==> src/logic/apcrt_pkg.sv <==
// shared constants and types for the converter pair-config and reference timing block
package apcrt_pkg;

  // ---------------------------------------------------------------
  // setup command byte layout
  // ---------------------------------------------------------------
  localparam int unsigned SETUP_ID_HI   = 7;     // command class field
  localparam int unsigned SETUP_ID_LO   = 6;
  localparam logic [1:0]  SETUP_ID      = 2'h1;  // class value of a setup command
  localparam int unsigned CLK_MODE_HI   = 5;     // conversion clock mode field
  localparam int unsigned CLK_MODE_LO   = 4;
  localparam int unsigned VREF_HI       = 3;     // vref_choice_hi
  localparam int unsigned VREF_LO       = 2;     // vref_choice_lo
  localparam int unsigned SEL_HI        = 1;     // pair_cfg_sel_hi
  localparam int unsigned SEL_LO        = 0;     // pair_cfg_sel_lo
  localparam int unsigned BYTE_LAST_BIT = 7;     // bit index of the eighth serial bit

  // ---------------------------------------------------------------
  // field encodings
  // ---------------------------------------------------------------
  localparam logic [1:0] CLK_MODE_EXT  = 2'h3;   // external conversion clock mode
  localparam logic [1:0] VREF_INT_ALL  = 2'h0;   // internal for both converters
  localparam logic [1:0] VREF_EXT_SE   = 2'h1;   // external single-ended
  localparam logic [1:0] VREF_DEFAULT  = 2'h2;   // internal adc, external dac
  localparam logic [1:0] VREF_EXT_DIFF = 2'h3;   // external differential

  // ---------------------------------------------------------------
  // pair registers: only the four upper bits carry meaning
  // ---------------------------------------------------------------
  localparam int unsigned PAIR_HI = 7;           // pair 0/1 lives in bit 7
  localparam int unsigned PAIR_LO = 4;           // pair 6/7 lives in bit 4

  // ---------------------------------------------------------------
  // reset values
  // ---------------------------------------------------------------
  localparam logic [3:0] PAIR_RST     = 4'h0;    // all single-ended unipolar
  localparam logic [1:0] CLK_MODE_RST = 2'h0;
  localparam logic [1:0] VREF_RST     = VREF_DEFAULT;

  // ---------------------------------------------------------------
  // delays, in external conversion clock cycles
  // ---------------------------------------------------------------
  localparam logic [7:0] REF_WARM_CYC = 8'hf4;   // 244 cycles of reference settling
  localparam logic [7:0] TEMP_OUT_CYC = 8'hbc;   // 188 cycles until the result shows
  localparam logic [7:0] AIN_WAKE_CYC = 8'hda;   // 218 cycles when the reference was off

  // reference sequencer states
  typedef enum logic [3:0] {
    ST_IDLE = 4'h1,
    ST_WARM = 4'h2,
    ST_TOUT = 4'h4,
    ST_AWAK = 4'h8
  } apcrt_ref_state_t;

endpackage : apcrt_pkg

==> src/logic/apcrt_sync.sv <==
// two-flop synchroniser for pins from outside the system clock domain
`timescale 1ns/1ps
module apcrt_sync #(
  parameter int          WIDTH   = 1,
  parameter logic [31:0] RST_VAL = 32'h0
) (
  // clock and reset
  input  wire logic             clk_sys,
  input  wire logic             rst_n,
  // asynchronous in, synchronised out
  input  wire logic [WIDTH-1:0] asyncIn,
  output logic      [WIDTH-1:0] syncOut
);

  logic [WIDTH-1:0] meta_q;   // first stage, read only by the second
  logic [WIDTH-1:0] meta_d;
  logic [WIDTH-1:0] sync_q;   // second stage
  logic [WIDTH-1:0] sync_d;

  // ---------------------------------------------------------------
  // next values
  // ---------------------------------------------------------------
  always_comb begin
    meta_d = asyncIn;
    sync_d = meta_q;
  end

  // ---------------------------------------------------------------
  // registers
  // ---------------------------------------------------------------
  always_ff @(posedge clk_sys) begin
    if (!rst_n) begin
      meta_q <= RST_VAL[WIDTH-1:0];
      sync_q <= RST_VAL[WIDTH-1:0];
    end else begin
      meta_q <= meta_d;
      sync_q <= sync_d;
    end
  end

  assign syncOut = sync_q;

endmodule : apcrt_sync

==> src/logic/apcrt_core.sv <==
// serial setup decoding, pair registers and reference delay sequencing
//
// Contract
// - external reference selected: internal reference unused except for temperature
// - ext-clock temperature: reference on, wait 244
// - temperature result on output after 188 more
// - select 10 default, reference off after scan
// - ext-clock default mode, reference off: wait 218 first
// - select 00/01: no data byte expected
// - select 00/01: pair registers unchanged
// - select 10: next byte loads unipolar register
// - select 11: next byte loads bipolar register
// - unipolar bit 7 makes pair 0/1
// - bits 6,5,4 make pairs 2/3,4/5,6/7
// - select field is command bits 1:0
// - no register selected: next byte is command
// - both pair registers reset to zero
`timescale 1ns/1ps
module apcrt_core
  import apcrt_pkg::*;
#(
  parameter int TEMP_W = 12                      // width of the temperature result
) (
  // clock and reset
  input  wire logic              clk_sys,
  input  wire logic              rst_n,
  // serial port pins
  input  wire logic              sclk,
  input  wire logic              csN,
  input  wire logic              din,
  output logic                   dout,
  output logic                   doutEn,
  // external conversion clock pin
  input  wire logic              extConvClk,
  // converter core requests
  input  wire logic              convReq,
  input  wire logic              convIsTemp,
  input  wire logic              scanDone,
  input  wire logic [TEMP_W-1:0] tempResult,
  // converter core controls
  output logic                   intRefOn,
  output logic                   adcUseIntRef,
  output logic                   convGo,
  output logic                   tempReady,
  output logic                   refBusy,
  // configuration state
  output logic [3:0]             uniPairs,
  output logic [3:0]             bipPairs,
  output logic [1:0]             vrefChoice,
  output logic [1:0]             clkMode
);

  // ---------------------------------------------------------------
  // pin synchronisation and edge finding
  // ---------------------------------------------------------------
  logic [3:0] pinSync;                           // {sclk, csN, din, extConvClk}
  logic       sclkS, csNS, dinS, extS;
  logic       sclkPrev_q, sclkPrev_d;            // last synced serial clock
  logic       extPrev_q, extPrev_d;              // last synced conversion clock
  logic       sclkRise, sclkFall, extRise;

  // chip select resets high so the port starts deselected
  apcrt_sync #(.WIDTH(4), .RST_VAL(32'h4)) uSync (
    .clk_sys (clk_sys),
    .rst_n   (rst_n),
    .asyncIn ({sclk, csN, din, extConvClk}),
    .syncOut (pinSync)
  );

  // edges are found on the second stage only, never on the first
  always_comb begin
    {sclkS, csNS, dinS, extS} = pinSync;
    sclkPrev_d = sclkS;
    extPrev_d  = extS;
    sclkRise   = sclkS & ~sclkPrev_q;
    sclkFall   = ~sclkS & sclkPrev_q;
    extRise    = extS & ~extPrev_q;
  end

  always_ff @(posedge clk_sys) begin
    if (!rst_n) begin
      sclkPrev_q <= 1'b0;
      extPrev_q  <= 1'b0;
    end else begin
      sclkPrev_q <= sclkPrev_d;
      extPrev_q  <= extPrev_d;
    end
  end

  // ---------------------------------------------------------------
  // serial receive: command decode and pair registers
  // ---------------------------------------------------------------
  logic [6:0] shift_q, shift_d;                  // bits of the byte so far
  logic [2:0] bitCnt_q, bitCnt_d;                // position inside the byte
  logic       expData_q, expData_d;              // a data byte is owed
  logic       tgtBip_q, tgtBip_d;                // owed byte goes to bipolar
  logic [3:0] uni_q, uni_d;                      // unipolar pair bits 7..4
  logic [3:0] bip_q, bip_d;                      // bipolar pair bits 7..4
  logic [1:0] vref_q, vref_d;                    // reference choice
  logic [1:0] clkMode_q, clkMode_d;              // conversion clock mode
  logic [7:0] rxByte;                            // byte completed this cycle

  // bytes are taken msb first on rising serial clock edges
  always_comb begin
    shift_d   = shift_q;
    bitCnt_d  = bitCnt_q;
    expData_d = expData_q;
    tgtBip_d  = tgtBip_q;
    uni_d     = uni_q;
    bip_d     = bip_q;
    vref_d    = vref_q;
    clkMode_d = clkMode_q;
    rxByte    = {shift_q, dinS};
    if (csNS) begin
      // a deselect drops any half byte and any owed data byte
      bitCnt_d  = 3'h0;
      expData_d = 1'b0;
    end else if (sclkRise) begin
      shift_d  = rxByte[6:0];
      bitCnt_d = bitCnt_q + 3'h1;
      if (bitCnt_q == BYTE_LAST_BIT[2:0]) begin
        if (expData_q) begin
          // only bits 7..4 are kept; the low nibble has no effect
          if (tgtBip_q) begin
            bip_d = rxByte[PAIR_HI:PAIR_LO];
          end else begin
            uni_d = rxByte[PAIR_HI:PAIR_LO];
          end
          expData_d = 1'b0;                      // following byte is a command
        end else if (rxByte[SETUP_ID_HI:SETUP_ID_LO] == SETUP_ID) begin
          clkMode_d = rxByte[CLK_MODE_HI:CLK_MODE_LO];
          vref_d    = rxByte[VREF_HI:VREF_LO];
          // select 1x owes a data byte, 0x owes none and leaves pairs alone
          expData_d = rxByte[SEL_HI];
          tgtBip_d  = rxByte[SEL_LO];
        end
      end
    end
  end

  always_ff @(posedge clk_sys) begin
    if (!rst_n) begin
      shift_q   <= 7'h00;
      bitCnt_q  <= 3'h0;
      expData_q <= 1'b0;
      tgtBip_q  <= 1'b0;
      uni_q     <= PAIR_RST;
      bip_q     <= PAIR_RST;
      vref_q    <= VREF_RST;
      clkMode_q <= CLK_MODE_RST;
    end else begin
      shift_q   <= shift_d;
      bitCnt_q  <= bitCnt_d;
      expData_q <= expData_d;
      tgtBip_q  <= tgtBip_d;
      uni_q     <= uni_d;
      bip_q     <= bip_d;
      vref_q    <= vref_d;
      clkMode_q <= clkMode_d;
    end
  end

  // ---------------------------------------------------------------
  // reference sequencer
  // ---------------------------------------------------------------
  apcrt_ref_state_t state_q, state_d;
  logic [7:0] cnt_q, cnt_d;                      // conversion clock edges seen
  logic       refOn_q, refOn_d;                  // internal reference powered
  logic       useInt_q, useInt_d;                // converter uses internal ref
  logic       convGo_q, convGo_d;                // start-conversion pulse
  logic       tempRdy_q, tempRdy_d;              // result loaded pulse
  logic       extMode;

  // true on the conversion clock edge that closes a delay of lim cycles
  function automatic logic delayDone(input logic [7:0] cnt, input logic [7:0] lim,
                                     input logic edgeNow);
    delayDone = edgeNow && (cnt == lim - 8'h01);
  endfunction : delayDone

  // delays are counted only in external clock mode; other modes start at once
  always_comb begin
    extMode   = (clkMode_q == CLK_MODE_EXT);
    state_d   = state_q;
    cnt_d     = cnt_q;
    refOn_d   = refOn_q;
    useInt_d  = useInt_q;
    convGo_d  = 1'b0;
    tempRdy_d = 1'b0;
    if (extRise) begin
      cnt_d = cnt_q + 8'h01;
    end
    case (state_q)
      ST_IDLE: begin
        cnt_d = 8'h00;
        if (convReq && convIsTemp) begin
          refOn_d  = 1'b1;                       // temperature always needs it
          useInt_d = 1'b1;
          if (extMode) begin
            state_d = ST_WARM;
          end else begin
            convGo_d = 1'b1;
          end
        end else if (convReq) begin
          if (vref_q == VREF_EXT_SE || vref_q == VREF_EXT_DIFF) begin
            useInt_d = 1'b0;                     // no power-up, no use
            convGo_d = 1'b1;
          end else begin
            refOn_d  = 1'b1;
            useInt_d = 1'b1;
            if (extMode && !refOn_q) begin
              state_d = ST_AWAK;                 // reference was off
            end else begin
              convGo_d = 1'b1;
            end
          end
        end else if (scanDone && (vref_q == VREF_DEFAULT || vref_q == VREF_INT_ALL)) begin
          refOn_d = 1'b0;                        // switched off after the scan
        end
      end
      ST_WARM: begin
        if (delayDone(cnt_q, REF_WARM_CYC, extRise)) begin
          convGo_d = 1'b1;                       // settled, convert now
          cnt_d    = 8'h00;
          state_d  = ST_TOUT;
        end
      end
      ST_TOUT: begin
        if (delayDone(cnt_q, TEMP_OUT_CYC, extRise)) begin
          tempRdy_d = 1'b1;                      // result goes to the output
          state_d   = ST_IDLE;
        end
      end
      ST_AWAK: begin
        if (delayDone(cnt_q, AIN_WAKE_CYC, extRise)) begin
          convGo_d = 1'b1;
          state_d  = ST_IDLE;
        end
      end
      default: begin
        state_d = ST_IDLE;                       // recover from an illegal code
      end
    endcase
  end

  always_ff @(posedge clk_sys) begin
    if (!rst_n) begin
      state_q   <= ST_IDLE;
      cnt_q     <= 8'h00;
      refOn_q   <= 1'b0;
      useInt_q  <= 1'b0;
      convGo_q  <= 1'b0;
      tempRdy_q <= 1'b0;
    end else begin
      state_q   <= state_d;
      cnt_q     <= cnt_d;
      refOn_q   <= refOn_d;
      useInt_q  <= useInt_d;
      convGo_q  <= convGo_d;
      tempRdy_q <= tempRdy_d;
    end
  end

  // ---------------------------------------------------------------
  // serial transmit of the temperature result
  // ---------------------------------------------------------------
  logic [TEMP_W-1:0] tx_q, tx_d;                 // result shifted out msb first
  logic              avail_q, avail_d;           // a result waits to be read
  logic              read_q, read_d;             // frame has clocked result bits
  logic              dout_q, dout_d;
  logic              doutEn_q, doutEn_d;

  // bits change on falling serial clock edges so the host samples on rising;
  // a new result wins over the clear of the old one
  always_comb begin
    tx_d    = tx_q;
    avail_d = avail_q;
    read_d  = read_q;
    if (!csNS && avail_q && sclkFall) begin
      tx_d   = {tx_q[TEMP_W-2:0], 1'b0};
      read_d = 1'b1;
    end
    if (csNS && read_q) begin
      avail_d = 1'b0;                            // result consumed by that frame
      read_d  = 1'b0;
    end
    if (tempRdy_q) begin
      tx_d    = tempResult;
      avail_d = 1'b1;
      read_d  = 1'b0;
    end
    dout_d   = tx_d[TEMP_W-1];
    doutEn_d = ~csNS & avail_d;
  end

  always_ff @(posedge clk_sys) begin
    if (!rst_n) begin
      tx_q     <= '0;
      avail_q  <= 1'b0;
      read_q   <= 1'b0;
      dout_q   <= 1'b0;
      doutEn_q <= 1'b0;
    end else begin
      tx_q     <= tx_d;
      avail_q  <= avail_d;
      read_q   <= read_d;
      dout_q   <= dout_d;
      doutEn_q <= doutEn_d;
    end
  end

  // ---------------------------------------------------------------
  // outputs, all from flip-flops
  // ---------------------------------------------------------------
  assign dout         = dout_q;
  assign doutEn       = doutEn_q;
  assign intRefOn     = refOn_q;
  assign adcUseIntRef = useInt_q;
  assign convGo       = convGo_q;
  assign tempReady    = tempRdy_q;
  assign refBusy      = ~state_q[0];
  assign uniPairs     = uni_q;
  assign bipPairs     = bip_q;
  assign vrefChoice   = vref_q;
  assign clkMode      = clkMode_q;

endmodule : apcrt_core

==> config.mk <==
export PLATFORM = sky130hd
export DESIGN_NAME = apcrt_core
export DESIGN_NICKNAME = d
export VERILOG_FILES = /design/src/logic/apcrt_pkg.sv /design/src/logic/apcrt_sync.sv /design/src/logic/apcrt_core.sv
export SDC_FILE = /design/constraint.sdc
export NUM_CORES = 1
export LEC_CHECK = 0
export BUFFER_PORTS_ARGS = -buffer_cell sky130_fd_sc_hd__buf_2
export CORE_MARGIN = 4
export CORE_UTILIZATION = 40
export CTS_CLUSTER_SIZE = 12
export DETAILED_ROUTE_END_ITERATION = 10
export MAX_ROUTING_LAYER = met4
export PLACE_DENSITY_LB_ADDON = 0.2
export SLEW_MARGIN = 10
export SYNTH_ARGS = -nofsm -noshare
export SYNTH_HDL_FRONTEND = slang
export SYNTH_HIERARCHICAL = 1
export SYNTH_SLANG_ARGS = --single-unit
==> constraint.sdc <==
create_clock -name clk_sys -period 3 [get_ports clk_sys]
set_clock_uncertainty 0.05 [all_clocks]
set_input_delay 0.6 -clock clk_sys [delete_from_list [all_inputs] [get_ports clk_sys]]
set_output_delay 0.6 -clock clk_sys [all_outputs]
set_load 0.1 [all_outputs]
== Word level (Yosys, flattened, before mapping) ==
Index checks and enable logic that the tools add are counted.
Storage, ports and cells
  register bits: 65
  input bits: 21
  output and inout bits: 19
Operators by class
  add/sub/neg operators: 2
  eq/ne operators: 21
  mux-type cells: 34
  bitwise gates (word level): 12
  reduce and logical (&&, ||, !) cells: 28
Operator list (number)
  4-bit two-way mux: 8
  8-bit equality test (second input constant): 3
  12-bit two-way mux: 2
  1-bit two-way mux: 19
  8-bit two-way mux: 2
  4-bit case mux with 4 select lines: 1
  8-bit case mux with 2 select lines: 1
  3-bit inequality test (second input constant): 5
  5-bit AND reduction: 3
  1-bit logical AND: 9
  8-bit by 1-bit adder with 8-bit output (second input constant): 1
  1-bit NOT: 8
  2-bit AND reduction: 4
  7-bit AND reduction: 1
  2-bit equality test (second input constant): 3
  2-bit inequality test (second input constant): 3
  1-bit AND: 4
  2-bit by 1-bit equality test with 1-bit output (second input constant): 2
  4-bit by 1-bit equality test with 1-bit output (second input constant): 1
  4-bit by 2-bit equality test with 1-bit output (second input constant): 1
  4-bit by 3-bit equality test with 1-bit output (second input constant): 1
  4-bit equality test (second input constant): 1
  2-bit nonzero test: 2
  3-bit by 1-bit adder with 3-bit output (second input constant): 1
  9 further kinds: 11

== Longest topological paths before layout ==
  depth after elaboration: 7
  mapped depth: 6
  mapped depth without buffers: 6

== By module ==
Netlist, hierarchy kept.
By module, submodules not included
  apcrt_core: instances 1, cells an instance 264, area an instance 2483.6 µm², sequential area each 1141.1 µm²
  apcrt_sync: instances 1, cells an instance 16, area an instance 210.2 µm², sequential area each 160.2 µm²

== Least setup slack after synthesis ==
Ideal clock, no wire load.
  path kind: register to register
  start point: reg tempRdy_q (netlist: tempReady)
  end point: reg dout_q (netlist: dout)
  setup time: 128 ps
  arrival: 1780 ps
  data required time: 2822 ps
  path slack: 1043 ps
  cell stages (with the launch flop): 5
  path buffers: 2
  period minus slack after synthesis: 1957 ps
  path through: dfxtp_1 -> clkbuf_1 -> buf_2 -> mux2i_1 -> nor2_1
Between the ends
  word-level cells in the longest chain between the ends: 1
  elaborated cells on any way between the ends: 2
  those cells by class: mux: 1; reduce/logical: 1
RTL lines
  start: declaration: RTL line apcrt_core.sv:171  | logic tempRdy_q, tempRdy_d;
  start signal: assignment: RTL line apcrt_core.sv:259  | tempRdy_q <= tempRdy_d;
  12-bit two-way mux / 2-bit nonzero test (equally long branches)
  end signal: assignment: RTL line apcrt_core.sv:306  | dout_q <= dout_d;
  end: declaration: RTL line apcrt_core.sv:269  | logic dout_q, dout_d;
Several ways; a longest one is shown, not always the timed one.
A chain may end at the register's enable or synchronous reset.

== Final worst setup path ==
  start point: reg tempRdy_q (netlist: tempReady)
  end point: out tempReady
RTL lines
  end: declaration: RTL line apcrt_core.sv:44  | output logic tempReady,
No word-level cell between the ends.

==> results.yml <==
global_route:
  grt_pass1_vias: 1974
  antenna_found_initial: 0
  grt_use_total_pct: 14.4
  gr-total-overflow: 0
  grt_pass1_wl_um: 9360
  grt_max_degree: 35
synthesis:
  synthXorXnorAreaFrac_pct: 2.60
  yosysWarnings: 6
  synthAdderAreaFrac_pct: 2.32
  async_flop_share_pct: 0
  synthSimpleGateAreaFrac_pct: 21.8
  synthCells: 280
  synth_top_family_by_area: "simple AND/OR/NAND/NOR gates"
  synth_nets: 306
  synth-main-ff-cell: "dfxtp_1"
  netlist-cell-type-count: 42
  avgSynthCellArea_um2: 9.62
  synth-seq-cells: 65
  synthMuxAreaShare_pct: 14.6
  ys_seq_area_share_pct: 48.3
  synth_edf_count: 0
  syn_area_um2: 2690
  synth_compound_area_share_pct: 7.66
cts:
  hold_buffers: 0
  numCtsBuffers: 9
  cts_resized: 0
  clkSlewWorstSetupHoldPaths_ps: 70
  cts-root-buf: "clkbuf_8"
  cts_sinks: 65
  cts_tree: "done"
  cts_max_level: 3
  post-cts-setup-buffers: 0
  clk-insertion-delay-late_ps: 330
  cts_buffer_depth: 2
worst_setup_path:
  critPathCaptureType: "output pin"
  crit_fanout: 16
  start_kind: "flip-flop"
  cp.arrival_ps: 1370
  worstPathRequired_ps: 2350
  path_class: "flip-flop to output pin"
route:
  dr.first_iter.drc_count: 136
  wl_um: 5360
  drt-wirelength-per-cell_um: 13.3
  dr.pass1.iters: 4
  vias_per_cell: 5.04
  ant_nets: 0
  post-route-drc-count: 0
  num_vias: 2032
timing:
  layout_min_cycle_time_ps: 2020
  max_freq_ghz: 0.496
  slew_viol_final: 0
  rsz0062_at_grt: "false"
  setup_ws_ps: 983
  setup_viol: 0
  tns_ps: 0
  hold_violations: 0
  slew_headroom_pct: 60.7
  min_period_over_period_pct: 67.2
  tightest_slew_ps: 582
final_layout:
  final_common_cell: "dfxtp_1"
  multi_input_area_um2: 1320
  nFillCells: 624
  final_cell_mix: "65 x dfxtp_1, 46 x nor2_1, 39 x buf_2"
  layout-drive-gt1-share_pct: 21.2
  area_delta_synth_final_pct: 16.4
  nNetsFinal: 347
  diodes: 0
  layout.area.seq_um2: 1300
pwr:
  total_power_uw: 1660
  pwr_density_cell_nw_per_um2: 531
  leakage_uw: 0.00133
  peakVddDrop_v: 0.000318
worst_hold_path:
  hold_class: "flip-flop to flip-flop"
run_status:
  status: "finished clean"
flow_run:
  drv_cap: 0
placement:
  post-place-ws_ps: 1290
  place_congestion: 0.850
  hpwl_um: 3690
  io_buffers: 39
die:
  die_area_um2: 8110
  fp.dieH_um: 90.1
  start_util_pct: 41.7
  core_area_um2: 6460
  die_w_um: 90.1
  fp-row-count: 29
  io_pins: 40
## metal layers
layer | GRT usage [%] | vias to the layer above | share of wire, %
li1 | - | 1056 | -
met1 | 19.1 | 930 | 52
met2 | 20.2 | 39 | 42
met3 | 4.34 | 7 | 4.4
met4 | 6.51 | 0 | 1.3
met5 | - | - | 0
## final timing paths
check,from,slack (ps),end,cells after the start
worst max-delay path,tempReady,980,tempReady,2
worst min-delay path,uSync/meta_q[2],360,uSync/syncOut[2],1
worst max register to register,uSync/syncOut[2],1300,tx_q[3],4
worst min register to register,uSync/meta_q[2],360,uSync/syncOut[2],1
## state kept, by name, summed over array words and instances, names as in the netlist, 2 cells and up
name	cells
vrefChoice	2
shift_q	7
tx_q	11
clkMode	2
cnt_q	8
bitCnt_q	3
uSync/meta_q	4
bipPairs	4
state_q	4
uSync/syncOut	4
uniPairs	4
## final cells by class
class	count	share of cell area (%)
sequential	65	41.5
timing repair buffer	41	6.70
multi-input combinational	199	42.1
clock buffer	13	4.75
tap	77	3.07
inverter	5	0.599
clock inverter	3	1.28
## synth_stat cells, types with 5 or more instances
cell type	n	area share, %
and2_1	8	1.9
nand2_1	15	2.1
nor2_1	46	6.4
a21oi_1	16	3.0
mux2i_1	27	10
nor3_1	5	0.93
mux2_2	10	4.2
dfxtp_1	65	48
inv_1	5	0.70
ha_1	5	2.3
xnor2_1	5	1.6
o21ai_0	10	1.9
nand3_1	11	2.0
clkbuf_1	8	1.1
## report_power, final
| part | total (µW) | switching [µW] | internal, µW |
|---|---|---|---|
| logic | 63.5 | 43.5 | 19.9 |
| clock network | 723 | 318 | 405 |
| registers | 877 | 6.15 | 871 |
## stage by stage
stage / hold WS, ps / area, µm² / std cells / util, %
after floorplan: 336 / 2690 / 280 / -
after global placement: 340 / 2950 / 387 / 45.6
after detailed placement: 348 / 2950 / 387 / 45.6
after CTS: 363 / 3140 / 403 / 48.5
after global routing: 379 / 3140 / 403 / 48.5
final: 359 / 3140 / 403 / 48.5
## cell families (layout without fill, tap and decap cells)
family,after synthesis,after routing
AO/OA/AOI/OAI,36,36
XOR/XNOR,8,8
adder cells (fa/ha/maj),5,5
buffers and inverters,16,62
flip-flops,65,65
multiplexers,38,38
AND/OR/NAND/NOR,112,112
## critical path, cell delays in order, from the launching register on
cell,delay [ps]
dfxtp_1,310
buf_4,240
buf_2,470
(Power assumes the default switching activity.)
